<file path="src/idesq_pkg.sv">
package idesq_pkg;
  // ---------------------------------------------------------------
  // timing
  // ---------------------------------------------------------------
  localparam int unsigned CLK_HZ        = 20_000_000;
  localparam int unsigned T_START_US    = 250;
  localparam int unsigned T_REFRESH_US  = 12;
  // each time rounds down, never below one cycle
  localparam int unsigned START_CYC_RAW = (T_START_US * (CLK_HZ / 1_000_000));
  localparam int unsigned START_CYC     = (START_CYC_RAW < 1) ? 1 : START_CYC_RAW;
  localparam int unsigned REFR_CYC_RAW  = (T_REFRESH_US * (CLK_HZ / 1_000_000));
  localparam int unsigned REFR_CYC      = (REFR_CYC_RAW < 1) ? 1 : REFR_CYC_RAW;
  localparam int unsigned TMR_W         = 16;
  localparam logic [TMR_W-1:0] TMR_ZERO = 16'h0000;
  localparam logic [TMR_W-1:0] TMR_ONE  = 16'h0001;

  // ---------------------------------------------------------------
  // types
  // ---------------------------------------------------------------
  typedef enum logic [1:0] {IDESQ_OFF, IDESQ_START, IDESQ_RUN} idesq_mode_t;

  typedef struct packed {
    logic primary_ok;   // primary_supply above its undervoltage level
    logic rail_ok;      // isolated_bias_rail above secondary threshold
    logic stable;       // internal voltages settled
  } idesq_status_t;

  typedef struct packed {
    logic        gate_hi;
    logic        gate_pulldown_output;
    logic        en_oe;
    logic        en_o;
    logic        xfer_en;
    logic        refresh;
    logic        ready;
  } idesq_out_t;
endpackage

</file>
<file path="src/idesq_sync.sv">
`timescale 1ns/1ps
// two-stage synchroniser; first stage feeds only the second
module idesq_sync #(
  parameter int unsigned W = 1
) (
  input  wire logic         i_clk,
  input  wire logic         i_rst,
  input  wire logic [W-1:0] i_d,
  output logic      [W-1:0] o_q
);
  typedef struct packed {
    logic [W-1:0] s1;
    logic [W-1:0] s2;
  } idesq_sync_st_t;

  idesq_sync_st_t st;
  idesq_sync_st_t next_st;

  // ---------------------------------------------------------------
  // stages
  // ---------------------------------------------------------------
  always_comb begin
    next_st.s1 = i_d;
    next_st.s2 = st.s1;
  end

  always_ff @(posedge i_clk or posedge i_rst) begin
    if (i_rst) begin
      st <= '0;
    end else begin
      st <= next_st;
    end
  end

  assign o_q = st.s2;
endmodule

</file>
<file path="src/idesq_top.sv">
`timescale 1ns/1ps
module idesq_top #(
  parameter int unsigned START_CYCLES = idesq_pkg::START_CYC
) (
  input  wire logic                    i_clk,
  input  wire logic                    i_rst,
  input  wire logic                    i_pwm,
  input  wire logic                    i_en,
  input  wire idesq_pkg::idesq_status_t i_status,
  output logic                         o_en_o,
  output logic                         o_en_oe,
  output logic                         o_gate_hi,
  output logic                         o_gate_pulldown_output,
  output logic                         o_xfer_en,
  output logic                         o_refresh,
  output logic                         o_ready
);
  import idesq_pkg::*;

  // ---------------------------------------------------------------
  // input synchronisers
  // ---------------------------------------------------------------
  logic [4:0]    sync_q;
  logic          pwm_s;
  logic          en_s;
  idesq_status_t st_s;

  // pins from outside the clock domain pass two flops first
  // costs two cycles on every pin, traded for metastability margin
  idesq_sync #(.W(5)) u_sync (
    .i_clk (i_clk),
    .i_rst (i_rst),
    .i_d   ({i_pwm, i_en, i_status}),
    .o_q   (sync_q)
  );

  assign pwm_s = sync_q[4];
  assign en_s  = sync_q[3];
  assign st_s  = sync_q[2:0];

  // ---------------------------------------------------------------
  // state
  // ---------------------------------------------------------------
  typedef struct packed {
    idesq_mode_t      mode;
    logic [TMR_W-1:0] start_tmr;
    logic [TMR_W-1:0] refr_tmr;
    logic             pwm_last;
    idesq_out_t       out;
  } idesq_st_t;

  idesq_st_t st;
  idesq_st_t next_st;

  localparam logic [TMR_W-1:0] START_LOAD = TMR_W'(START_CYCLES);
  localparam logic [TMR_W-1:0] REFR_LOAD  = TMR_W'(REFR_CYC);

  // ---------------------------------------------------------------
  // sequencing and output path
  // ---------------------------------------------------------------
  always_comb begin
    logic pull;
    logic gate_ok;
    pull    = 1'b0;
    gate_ok = 1'b0;
    next_st = st;
    next_st.out.refresh = 1'b0;
    next_st.pwm_last    = pwm_s;
    case (st.mode)
      IDESQ_OFF: begin
        // supply up: arm the startup timer
        if (st_s.primary_ok) begin
          next_st.mode      = IDESQ_START;
          next_st.start_tmr = START_LOAD;
        end
      end
      IDESQ_START: begin
        if (!st_s.primary_ok) begin
          next_st.mode = IDESQ_OFF;
        end else if (st.start_tmr != TMR_ZERO) begin
          next_st.start_tmr = st.start_tmr - TMR_ONE;
        end else if (st_s.stable) begin
          next_st.mode = IDESQ_RUN;
        end
      end
      IDESQ_RUN: begin
        if (!st_s.primary_ok) begin
          next_st.mode = IDESQ_OFF;
        end else if (!st_s.stable) begin
          next_st.mode      = IDESQ_START;
          next_st.start_tmr = TMR_ZERO;
        end
      end
      default: begin
        next_st.mode = IDESQ_OFF;
      end
    endcase
    // pull-down while off or starting, released only in run
    pull = (next_st.mode != IDESQ_RUN);
    // gate follows pwm only with line high, run, and rail up
    gate_ok = en_s && (st.mode == IDESQ_RUN) && st_s.primary_ok && st_s.rail_ok;
    next_st.out.gate_hi              = gate_ok && pwm_s;
    next_st.out.gate_pulldown_output = !(gate_ok && pwm_s);
    // output value is always low; only the enable toggles
    next_st.out.en_o  = 1'b0;
    next_st.out.en_oe = pull;
    // standby drops energy transfer; line low means a party holds it
    next_st.out.xfer_en = en_s && st_s.primary_ok;
    next_st.out.ready   = en_s && (st.mode == IDESQ_RUN);
    // refresh timer restarts on any pwm change and is held loaded while not transferring
    if (!next_st.out.xfer_en || (pwm_s != st.pwm_last)) begin
      next_st.refr_tmr = REFR_LOAD;
    end else if (st.refr_tmr <= TMR_ONE) begin
      next_st.refr_tmr    = REFR_LOAD;
      next_st.out.refresh = 1'b1;
    end else begin
      next_st.refr_tmr = st.refr_tmr - TMR_ONE;
    end
  end

  // reset keeps the line pulled and the gate held low
  always_ff @(posedge i_clk or posedge i_rst) begin
    if (i_rst) begin
      st                          <= '0;
      st.mode                     <= IDESQ_OFF;
      st.refr_tmr                 <= REFR_LOAD;
      st.out.gate_pulldown_output <= 1'b1;
      st.out.en_oe                <= 1'b1;
    end else begin
      st <= next_st;
    end
  end

  // ---------------------------------------------------------------
  // outputs, all registered
  // ---------------------------------------------------------------
  assign o_en_o                 = st.out.en_o;
  assign o_en_oe                = st.out.en_oe;
  assign o_gate_hi              = st.out.gate_hi;
  assign o_gate_pulldown_output = st.out.gate_pulldown_output;
  assign o_xfer_en              = st.out.xfer_en;
  assign o_refresh              = st.out.refresh;
  assign o_ready                = st.out.ready;

  // ---------------------------------------------------------------
  // checks
  // ---------------------------------------------------------------
  // delayed copies of synced pins, read by the covers only
  logic [2:0] sync_d1;
  logic [2:0] sync_d2;
  always_ff @(posedge i_clk or posedge i_rst) begin
    if (i_rst) begin
      sync_d1 <= '0;
      sync_d2 <= '0;
    end else begin
      sync_d1 <= {en_s, st_s.primary_ok, pwm_s};
      sync_d2 <= sync_d1;
    end
  end

  chk_line_low_gate: assert property (@(posedge i_clk) disable iff (i_rst)
    !en_s |=> !o_gate_hi && o_gate_pulldown_output) else $error("gate high while enable low");
  chk_pass_through: assert property (@(posedge i_clk) disable iff (i_rst)
    (en_s && st.mode == IDESQ_RUN && st_s.primary_ok && st_s.rail_ok) |=> (o_gate_hi == $past(pwm_s)))
    else $error("pwm not passed through");
  chk_start_pull: assert property (@(posedge i_clk) disable iff (i_rst)
    (st.mode == IDESQ_START) |-> o_en_oe) else $error("line released during startup");
  chk_never_high: assert property (@(posedge i_clk) disable iff (i_rst)
    !o_en_o) else $error("enable driven high");
  chk_standby_xfer: assert property (@(posedge i_clk) disable iff (i_rst)
    !en_s |=> !o_xfer_en) else $error("transfer during standby");
  chk_rail_gate: assert property (@(posedge i_clk) disable iff (i_rst)
    !st_s.rail_ok |=> !o_gate_hi) else $error("gate high without rail");
  chk_timer_runs: assert property (@(posedge i_clk) disable iff (i_rst)
    (st.mode == IDESQ_OFF && st_s.primary_ok) |=> (st.mode == IDESQ_START && st.start_tmr == START_LOAD))
    else $error("startup timer not armed");
  chk_release_cond: assert property (@(posedge i_clk) disable iff (i_rst)
    $fell(o_en_oe) |-> ($past(st.start_tmr) == TMR_ZERO) && $past(st_s.primary_ok) && $past(st_s.stable))
    else $error("line released early");
  chk_uv_shutdown: assert property (@(posedge i_clk) disable iff (i_rst)
    !st_s.primary_ok |=> o_en_oe && o_gate_pulldown_output) else $error("no shutdown on undervoltage");
  chk_refresh_static: assert property (@(posedge i_clk) disable iff (i_rst)
    o_refresh |-> $past(pwm_s) == $past(pwm_s, 2)) else $error("refresh on pwm change");

  // ---------------------------------------------------------------
  // output stage, standby and startup timer checks
  // ---------------------------------------------------------------
  // gate pull-up and pull-down never fight, never both float
  chk_gate_excl: assert property (@(posedge i_clk) disable iff (i_rst)
    o_gate_hi != o_gate_pulldown_output) else $error("gate drivers not complementary");
  // supply loss holds the gate low on the next edge
  chk_uv_gate: assert property (@(posedge i_clk) disable iff (i_rst)
    !st_s.primary_ok |=> !o_gate_hi && o_gate_pulldown_output)
    else $error("gate not held low on undervoltage");
  // no refresh transfer may leak out while the line is low
  chk_standby_ref: assert property (@(posedge i_clk) disable iff (i_rst)
    !en_s |=> !o_refresh) else $error("refresh during standby");
  // an armed startup timer is never skipped
  chk_start_hold: assert property (@(posedge i_clk) disable iff (i_rst)
    (st.mode == IDESQ_START && st.start_tmr != TMR_ZERO) |=> (st.mode != IDESQ_RUN))
    else $error("startup timer skipped");

  // main scenarios reached at least once

  cov_startup: cover property (@(posedge i_clk) disable iff (i_rst) $fell(o_en_oe));
  cov_gate_on: cover property (@(posedge i_clk) disable iff (i_rst) $rose(o_gate_hi));
  cov_refresh: cover property (@(posedge i_clk) disable iff (i_rst) o_refresh);
  cov_uv_drop: cover property (@(posedge i_clk) disable iff (i_rst) sync_d1[1] && !st_s.primary_ok);
  cov_ext_low: cover property (@(posedge i_clk) disable iff (i_rst) !o_en_oe && sync_d2[2] && !en_s);
endmodule

</file>
<file path="config.mk">
export PLATFORM = sky130hd
export DESIGN_NAME = idesq_top
export DESIGN_NICKNAME = d
export VERILOG_FILES = /design/src/idesq_pkg.sv /design/src/idesq_sync.sv /design/src/idesq_top.sv
export SDC_FILE = /design/constraint.sdc
export NUM_CORES = 1
export LEC_CHECK = 0
export ABC_CLOCK_PERIOD_IN_PS = 4900
export BUFFER_PORTS_ARGS = -buffer_cell sky130_fd_sc_hd__buf_4
export CAP_MARGIN = 40
export CORE_MARGIN = 8
export CORE_UTILIZATION = 60
export DETAILED_ROUTE_END_ITERATION = 16
export PLACE_DENSITY = 0.79
export SLEW_MARGIN = 0
export SYNTH_ARGS = -nofsm -noshare
export SYNTH_HDL_FRONTEND = slang
export SYNTH_SLANG_ARGS = --single-unit
</file>
<file path="constraint.sdc">
create_clock -name i_clk -period 4.9 [get_ports i_clk]
set_clock_uncertainty 0.15 [all_clocks]
set_input_delay 0.98 -clock i_clk [delete_from_list [all_inputs] [get_ports i_clk]]
set_output_delay 0.98 -clock i_clk [all_outputs]
set_load 0.03 [all_outputs]
</file>
======== Yosys cells after proc, flatten, opt, wreduce, memory -nomap -nowiden ========
Cells that the tools add are included.
word-level totals
  register bits ........................... 51
  input bits .............................. 7
  output and inout port bits .............. 7
  word-level logic and storage cells ...... 51
cells by class
  add/sub/neg operators ................... 2
  magnitude comparators ................... 1
  equal/unequal tests ..................... 9
  mux-type cells .......................... 15
  reductions and logical operators ........ 12
operators by type and width
  kind                                                             count
  2-to-1 mux 16 bit                                                5
  case mux 16 bit (3 select lines)                                 1
  2-to-1 mux 18 bit                                                2
  subtractor 16 x 1 -> 16 bit, second input constant               2
  less-or-equal comparator 16 x 1 -> 1 bit, second input constant  1
  nonzero test 16 bit                                              1
  2-to-1 mux 2 bit                                                 4
  != test 2 x 1 -> 1 bit, second input constant                    3
  != test 2 bit, second input constant                             3
  case mux 2 bit (3 select lines)                                  1
  AND reduction 6 bit                                              1
  logical AND 1 bit                                                5
  nonzero test 3 bit                                               1
  == test 2 x 1 -> 1 bit, second input constant                    1
  == test 2 bit, second input constant                             1
  zero test 1 bit                                                  2
  zero test 2 bit                                                  1
  2-to-1 mux 1 bit                                                 2
  logical OR 1 bit                                                 1
  != test 1 bit                                                    1

======== Logic depth before layout (Yosys ltp) ========
Gate-level depths: netlist of run 1.
  word-level depth ........................ 6
  gate-level depth with buffers ........... 9
  depth with buffers taken out ............ 6

======== By module ========
From an unflattened synthesis of run 1, not the netlist that was laid out.
second synthesis, totals
  cell total of the unflattened synthesis .. 248
  area, all modules ....................... 2538.7 µm²
by module, submodules not included
  module      instances  cells an instance  area an instance (µm²)  seq. area each (µm²)
  idesq_top   1          237                2284.7                  1033.5
  idesq_sync  1          11                 254.0                   250.2

======== Least setup slack after synthesis of run 1 ========
Ideal clock, no wire load.
  path kind ............................... flip-flop to flip-flop
  start ................................... reg st[41] (netlist name)
  end ..................................... reg st[28] (netlist name)
  setup time .............................. 0.132 ns
  arrival ................................. 1.990 ns
  data required time ...................... 4.618 ns
  slack ................................... 2.627 ns
  stages on the path, launching flop included .. 10
  buffers on the path ..................... 3
  period minus slack after synthesis ...... 2.273 ns
  cell sequence ........................... dfrtp_1 -> inv_1 -> ha_1 -> buf_2 -> or3_1 -> a21o_1 -> buf_2 -> clkbuf_1 -> o31ai_1 -> o31ai_1
between the ends
  cells in the longest elaborated chain, start to end .. 3
  elaborated cells between the ends (all ways) .. 11
  those cells by class .................... eq/ne (7); mux (1); reduce/logical (3)
RTL lines
  element                                                   line              RTL
  start: declaration                                        idesq_top.sv:52   idesq_st_t st;
  start signal: assignment                                  idesq_top.sv:130  st <= next_st;
  == test 2 x 1 -> 1 bit (tied with other cells)            idesq_top.sv:69   case (st.mode)
  != test 2 x 1 -> 1 bit (no line) (tied with other cells)  -
  AND reduction 6 bit (no line)                             -
Several ways; a longest one is shown, not always the timed one.
A chain may end at the register's enable or synchronous reset.

======== Worst setup path in the final report of run 1 ========
  start ................................... reg st[41] (netlist name)
  end ..................................... reg st[24] (netlist name)
The elaborated chain is that of the path after synthesis.

==> results.py, run 1 <==
metrics = {
    "status": {
        "status": "finished clean",
    },
    "cells_and_area": {
        "layout.nets": 275,
        "area_growth_pct": 8.43,
        "layout-drive-gt1-share": 0.153,
        "antenna_cells": 0,
        "fin_cells": 311,
    },
    "yosys": {
        "synthTopCellsByCount": "dfrtp_1, nor2_1, inv_1",
        "ys.flop_type": "dfrtp_1",
        "synthTopCellsByArea": "dfrtp_1, dfstp_2, o31ai_1",
        "synth_edf_count": 0,
        "yosysTopAreaCellShare": 0.439,
        "ys_warn_count": 0,
        "syn_area_per_cell_um2": 10.3,
        "yosys.cell_count.top_type": "dfrtp_1",
        "yosys.area.top_type": "dfrtp_1",
        "synth_seq_cells": 51,
        "synthArstFlopShare": 1.00,
        "syn-num-nets": 265,
        "synth_area_mm2": 0.00257,
        "synthCells": 250,
        "synth_cell_types": 52,
        "ys_seq_area_frac": 0.500,
    },
    "detailed_routing": {
        "drt-initial-drc-count": 131,
        "routed-via-count": 1895,
        "viasPerCell": 6.09,
        "wire_per_inst_um": 16.0,
        "routed_wl_mm": 4.98,
        "ant_nets": 0,
        "route.detailed.drc": 0,
        "first_pass_iters": 4,
    },
    "placement": {
        "place_hpwl_mm": 3.40,
        "io_buffers": 12,
        "dp_cells": 303,
        "gp_congestion": 0.863,
    },
    "floorplanning": {
        "die_h_um": 81.4,
        "io_pins": 14,
        "std_cell_rows": 23,
        "die_area_mm2": 0.00663,
        "die_x_um": 81.4,
        "initial_core_util": 0.632,
        "core_area_mm2": 0.00406,
    },
    "power": {
        "pwr-share-seq": 0.388,
        "p_int_w": 0.000821,
        "clockPowerShare": 0.176,
        "total_leakage_power_nw": 1.22,
        "ir_drop_uv": 226,
        "p_sw_w": 0.000620,
        "powerDensity_mw_per_mm2": 518,
        "netSwitchingFraction": 0.430,
        "comb_power_share": 0.436,
    },
    "worst_setup_path": {
        "start_kind": "flip-flop",
        "crit_fanout": 15,
        "r2r_cells": 6,
        "reg2reg_from": "st[41]$_DFF_PP0_",
        "end_kind": "flip-flop",
        "r2r_end": "st[24]$_DFFE_PP0P_",
        "critical_path_required_ps": 4930,
        "worstSetupPathType": "flip-flop to flip-flop",
        "r2r_setup_slack_ps": 2140,
        "arrival_ps": 2790,
    },
    "global_routing": {
        "grt_remaining_overflow": 0,
        "grtUsageTotal": 0.156,
        "grt_pass1_wl_mm": 8.29,
        "grt_pass1_vias": 1786,
        "grt_max_degree": 40,
        "antenna_found_initial": 0,
    },
    "min_path": {
        "hold-path-cell-count": 0,
        "hold_path_startpoint": "u_sync.next_st[4]$_DFF_PP0_",
        "min_to": "u_sync.o_q[4]$_DFF_PP0_",
        "hold_class": "flip-flop to flip-flop",
    },
    "clocking": {
        "cts_tree": "done",
        "cts_resized": 0,
        "clkLatencyLatePin_ps": 300,
        "cts_setup_buffers": 0,
        "cts_hold_buf": 0,
        "clock-root-buffer": "clkbuf_8",
        "clock_sinks": 51,
        "clk_path_buf_depth": 2,
        "cts-buffers-inserted": 5,
        "clk_pin_slew_worst_paths_ps": 100,
        "cts_max_level": 2,
    },
    "sta": {
        "setup_violations": 0,
        "maxSlewViolCount": 0,
        "tightest_slew_ps": 991,
        "hold_viol_final": 0,
        "finalCritPeriodShare": 0.564,
        "fmax_ghz": 0.362,
        "rsz0062_at_grt": "false",
        "slew_headroom": 0.334,
        "post-route-min-period_ps": 2760,
        "setup_tns_ps": 0,
    },
    "run": {
        "drv_cap": 0,
    },
}
-- flip-flops by register name (all words and copies together) (netlist names) --
register                flops
o_refresh                   1
o_xfer_en                   1
o_en_oe                     1
u_sync.next_st              5
st                         35
o_gate_pulldown_output      1
u_sync.o_q                  5
o_gate_hi                   1
o_ready                     1
-- logic make-up (layout without fill, tap and decap cells) --
family | Yosys count | after routing | synth area share
and+or+nand+nor | 87 | 87 | 0.209
other | 1 | 1 | 0.00146
adders and majority gates | 8 | 8 | 0.0390
AOI/OAI and AO/OA | 63 | 63 | 0.160
buffers and inverters | 28 | 39 | 0.0488
DFF | 51 | 51 | 0.500
xor gates and xnor gates | 12 | 12 | 0.0410
-- layout by cell type (no fill, tap or decap), drive strengths merged, types with 2 or more instances in the layout --
cell type  netlist  routed
nor3             7       7
a41oi            2       2
o22ai            2       2
a21o             3       3
inv             16      18
o211ai           2       2
ha               8       8
o21ai           14      14
dfstp            6       6
dfrtp           45      45
a211oi           2       2
a21oi           12      12
buf              7      15
or4b             3       3
or3              4       4
and2             3       3
or4              7       7
xor2             2       2
clkbuf           5       5
xnor2           10      10
nor2            20      20
nand4            3       3
nand2            9       9
or2              2       2
or3b             2       2
nand3            4       4
o31ai           14      14
nand2b           7       7
a31oi            5       5
nor4            11      11
-- worst max-delay path by stage --
stage | start | endpoint | cells past startpoint | slack [ps]
floorplan | i_rst | o_gate_hi$_DFF_PP0_ | 1 | 2550
global placement | st[41]$_DFF_PP0_ | st[25]$_DFFE_PP0P_ | 6 | 2280
detailed placement | st[41]$_DFF_PP0_ | st[32]$_DFFE_PP0P_ | 6 | 2190
CTS | st[41]$_DFF_PP0_ | st[25]$_DFFE_PP0P_ | 6 | 2170
global route | st[41]$_DFF_PP0_ | st[25]$_DFFE_PP0P_ | 6 | 1940
finish | st[41]$_DFF_PP0_ | st[24]$_DFFE_PP0P_ | 6 | 2140
-- stage by stage --
step	hold slack [ps]	instance area [um^2]	power, W	utilization	setup slack (ps)
global route	223	2780	0.00154	0.686	1940
floorplan	181	2570	0.00104	-	2550
global placement	181	2660	0.00116	0.656	2280
detailed placement	185	2690	0.00118	0.662	2190
finish	209	2780	0.00144	0.686	2140
CTS	210	2780	0.00144	0.686	2170
-- layout make-up --
class                   instances  area (um^2)
flip-flops and latches         51         1280
clock buffers                   5         68.8
fillers                       306         1270
well taps                      50         62.6
multi-input cells             171         1160
clock inverters                 3         27.5
repair buffers                 15          123
inverters                      16         60.1
-- worst max-delay path, cell delays in order, from the launching register on --
cell and delay [ps]:
dfrtp_1 440, inv_1 120, ha_1 370, or4b_1 520, nor4_4 640, or2_2 310
o21ai_1 100
-- metal layers --
metal / routed length, um / part of all wire / track usage / vias to the layer above
li1: - / - / - / 931
met1: 2320 / 0.47 / 0.203 / 913
met2: 2340 / 0.47 / 0.253 / 43
met3: 235 / 0.047 / 0.0320 / 8
met4: 75 / 0.015 / 0.0482 / 0
met5: 0 / 0 / 0 / -
-- power by group through the flow --
stage               clock, W  combinational (W)  sequential [W]
finish              0.000254           0.000628        0.000559
global route        0.000276           0.000696        0.000569
CTS                 0.000262           0.000618        0.000556
detailed placement         0           0.000612        0.000564
global placement           0           0.000598        0.000562
floorplan                  0           0.000490        0.000547
Power figures use the tool's default switching activity.
==> inputs of run 2 (changes only) <==
Settings changed: ABC_AREA set to 1, ABC_CLOCK_PERIOD_IN_PS 4900 to 2500, CORE_UTILIZATION 60 to 55, PLACE_DENSITY 0.79 to 0.76.
Clock period 4.9 ns to 2.5 ns, I/O delays scaled along.
==> results.py, run 2 <==
metrics = {
    "status": {
        "status": "finished clean",
    },
    "yosys": {
        "synth_edf_count": 0,
        "synth_top_family_by_area": "simple AND/OR/NAND/NOR gates",
        "synth_fa_ha_area_frac": 0.0365,
        "syn_area_per_cell_um2": 8.02,
        "synthTopCellsByCount": "nand2_1, nor2_1, inv_1",
        "synthCells": 342,
        "synth-simple-area-share": 0.309,
        "ys_warn_count": 0,
        "yosysTopAreaCellShare": 0.411,
        "yosys.cell_count.top_type": "nand2_1",
        "ys.flop_type": "dfrtp_1",
        "synthTopCellsByArea": "dfrtp_1, nand2_1, nor2_1",
        "synth_area_mm2": 0.00274,
        "yosys.area.top_type": "dfrtp_1",
        "synthArstFlopShare": 1.00,
        "ys_seq_area_frac": 0.468,
        "synth_seq_cells": 51,
        "synth_cell_types": 28,
        "yosys-mux-area-fraction": 0,
        "syn-num-nets": 357,
        "synth_compound_area_frac": 0.0561,
        "synth_xor_area_frac": 0.0415,
    },
    "placement": {
        "gp_congestion": 0.937,
        "io_buffers": 12,
        "place_hpwl_mm": 3.95,
    },
    "power": {
        "ir_drop_uv": 517,
        "total_power_w": 0.00300,
        "powerDensity_mw_per_mm2": 1000,
        "total_leakage_power_nw": 1.51,
    },
    "detailed_routing": {
        "ant_nets": 0,
        "first_pass_iters": 4,
        "drt-initial-drc-count": 33,
        "route.detailed.drc": 0,
        "viasPerCell": 4.98,
        "routed-via-count": 2123,
        "wire_per_inst_um": 12.2,
        "routed_wl_mm": 5.20,
    },
    "clocking": {
        "cts_max_level": 2,
        "cts_setup_buffers": 0,
        "cts_resized": 0,
        "clkLatencyLatePin_ps": 330,
        "clk_pin_slew_worst_paths_ps": 110,
        "cts_hold_buf": 0,
        "clock_sinks": 51,
        "cts_tree": "done",
        "clk_path_buf_depth": 2,
        "clock-root-buffer": "clkbuf_8",
        "cts-buffers-inserted": 5,
    },
    "floorplanning": {
        "die_x_um": 86.6,
        "std_cell_rows": 25,
        "core_area_mm2": 0.00475,
        "die_area_mm2": 0.00750,
        "initial_core_util": 0.577,
        "die_h_um": 86.6,
        "io_pins": 14,
    },
    "worst_setup_path": {
        "cp_top_family": "simple AND/OR/NAND/NOR gates",
        "crit_fanout": 16,
        "cpPeakStageDelay_ps": 410,
        "crit_slowest_cell": "dfrtp_1",
        "end_kind": "flip-flop",
        "worst-path-buf-inv": 2,
        "arrival_ps": 2120,
        "critical_path_required_ps": 2590,
        "worstSetupPathType": "flip-flop to flip-flop",
        "start_kind": "flip-flop",
        "crit_chain": "inv_1 > ha_1 > nor2_2 > nand2_2 > a21oi_4 > nand2_4 > inv_6 > nand3_1 > o21ai_2",
    },
    "sta": {
        "hold_viol_final": 0,
        "setup_tns_ps": 0,
        "setup_violations": 0,
        "rsz0062_at_grt": "false",
        "fmax_ghz": 0.493,
        "post-route-min-period_ps": 2030,
        "maxSlewViolCount": 0,
        "finalCritPeriodShare": 0.811,
    },
    "run": {
        "drv_cap": 0,
    },
    "cells_and_area": {
        "layout.nets": 373,
        "layout-drive-gt1-share": 0.148,
        "layout_common_cells": "nand2_1, nor2_1, inv_1",
        "largest_reg_flops": 35,
        "layout_commonest_cell": "nand2_1",
        "regMostFlops": "st",
        "antenna_cells": 0,
        "area_growth_pct": 8.94,
    },
    "global_routing": {
        "grt_max_degree": 30,
        "grt_pass1_vias": 2137,
        "grt_remaining_overflow": 0,
        "antenna_found_initial": 0,
        "grtUsageTotal": 0.153,
        "grt_pass1_wl_mm": 9.16,
    },
    "min_path": {
        "hold_class": "primary input to asynchronous set/reset pin",
    },
}
[run 2: changes by cell type in the layout (fill, tap and decap cells not counted), moves of 7 or more]
| cell | previous run | this run |
|---|---|---|
| nand2_1 | 9 | 68 |
| nor2_1 | 20 | 67 |
| inv_1 | 15 | 48 |
| nand3_1 | 4 | 27 |
| o31ai_1 | 14 | 0 |
| o21ai_1 | 11 | 0 |
| nor4_1 | 9 | 0 |
| xor2_1 | 2 | 10 |
| nand2b_1 | 7 | 0 |
| xnor2_1 | 10 | 3 |
[run 2: path summary, 6_finish.rpt]
path	cells past startpoint	endpoint	slack, ps	start
max	9	st[26]$_DFFE_PP0P_	470	st[41]$_DFF_PP0_
min	2	st[24]$_DFFE_PP0P_	40	i_rst
max reg2reg	9	st[26]$_DFFE_PP0P_	470	st[41]$_DFF_PP0_
min reg2reg	0	u_sync.o_q[2]$_DFF_PP0_	210	u_sync.next_st[2]$_DFF_PP0_
max in group asynchronous	3	st[15]$_DFF_PP1_	1550	i_rst
min in group i_clk	1	u_sync.next_st[4]$_DFF_PP0_	130	i_pwm
[run 2: cell type report]
class	instances	area [um^2]
fillers	416	1770
inverters	50	193
clock inverters	3	28.8
flip-flops and latches	51	1280
multi-input cells	237	1220
repair buffers	13	110
clock buffers	5	68.8
well taps	67	83.8
[run 2: report_power, final]
group	internal (W)	switching (W)	total [W]
registers	0.000955	0.000135	0.00109
logic	0.000451	0.000939	0.00139
clock network	0.000212	0.000305	0.000517
[run 2: per-stage QoR]
stage | cell area, um^2 | hold slack [ps] | utilization | setup WS [ps] | std cells
floorplan | 2740 | 181 | - | 630 | 342
global placement | 2890 | 184 | 0.608 | 551 | 418
detailed placement | 2890 | 185 | 0.608 | 482 | 418
CTS | 2990 | 53.0 | 0.628 | 452 | 426
global route | 2990 | 80.8 | 0.628 | 284 | 426
finish | 2990 | 41.7 | 0.628 | 472 | 426
[run 2: routing by layer]
metal  GRT usage  vias up  share of wire
met3      0.0284       11          0.033
met5           0        -              0
met4      0.0767        0          0.023
met2       0.273       32           0.50
met1       0.170      990           0.44
li1            -     1090              -
[run 2: logic make-up after synthesis]
family | count (synthesis)
buffers and inverters | 54
AO/OA/AOI/OAI | 24
XOR/XNOR | 13
flip-flops | 51
adder cells (fa/ha/maj) | 8
other | 1
AND/OR/NAND/NOR | 191
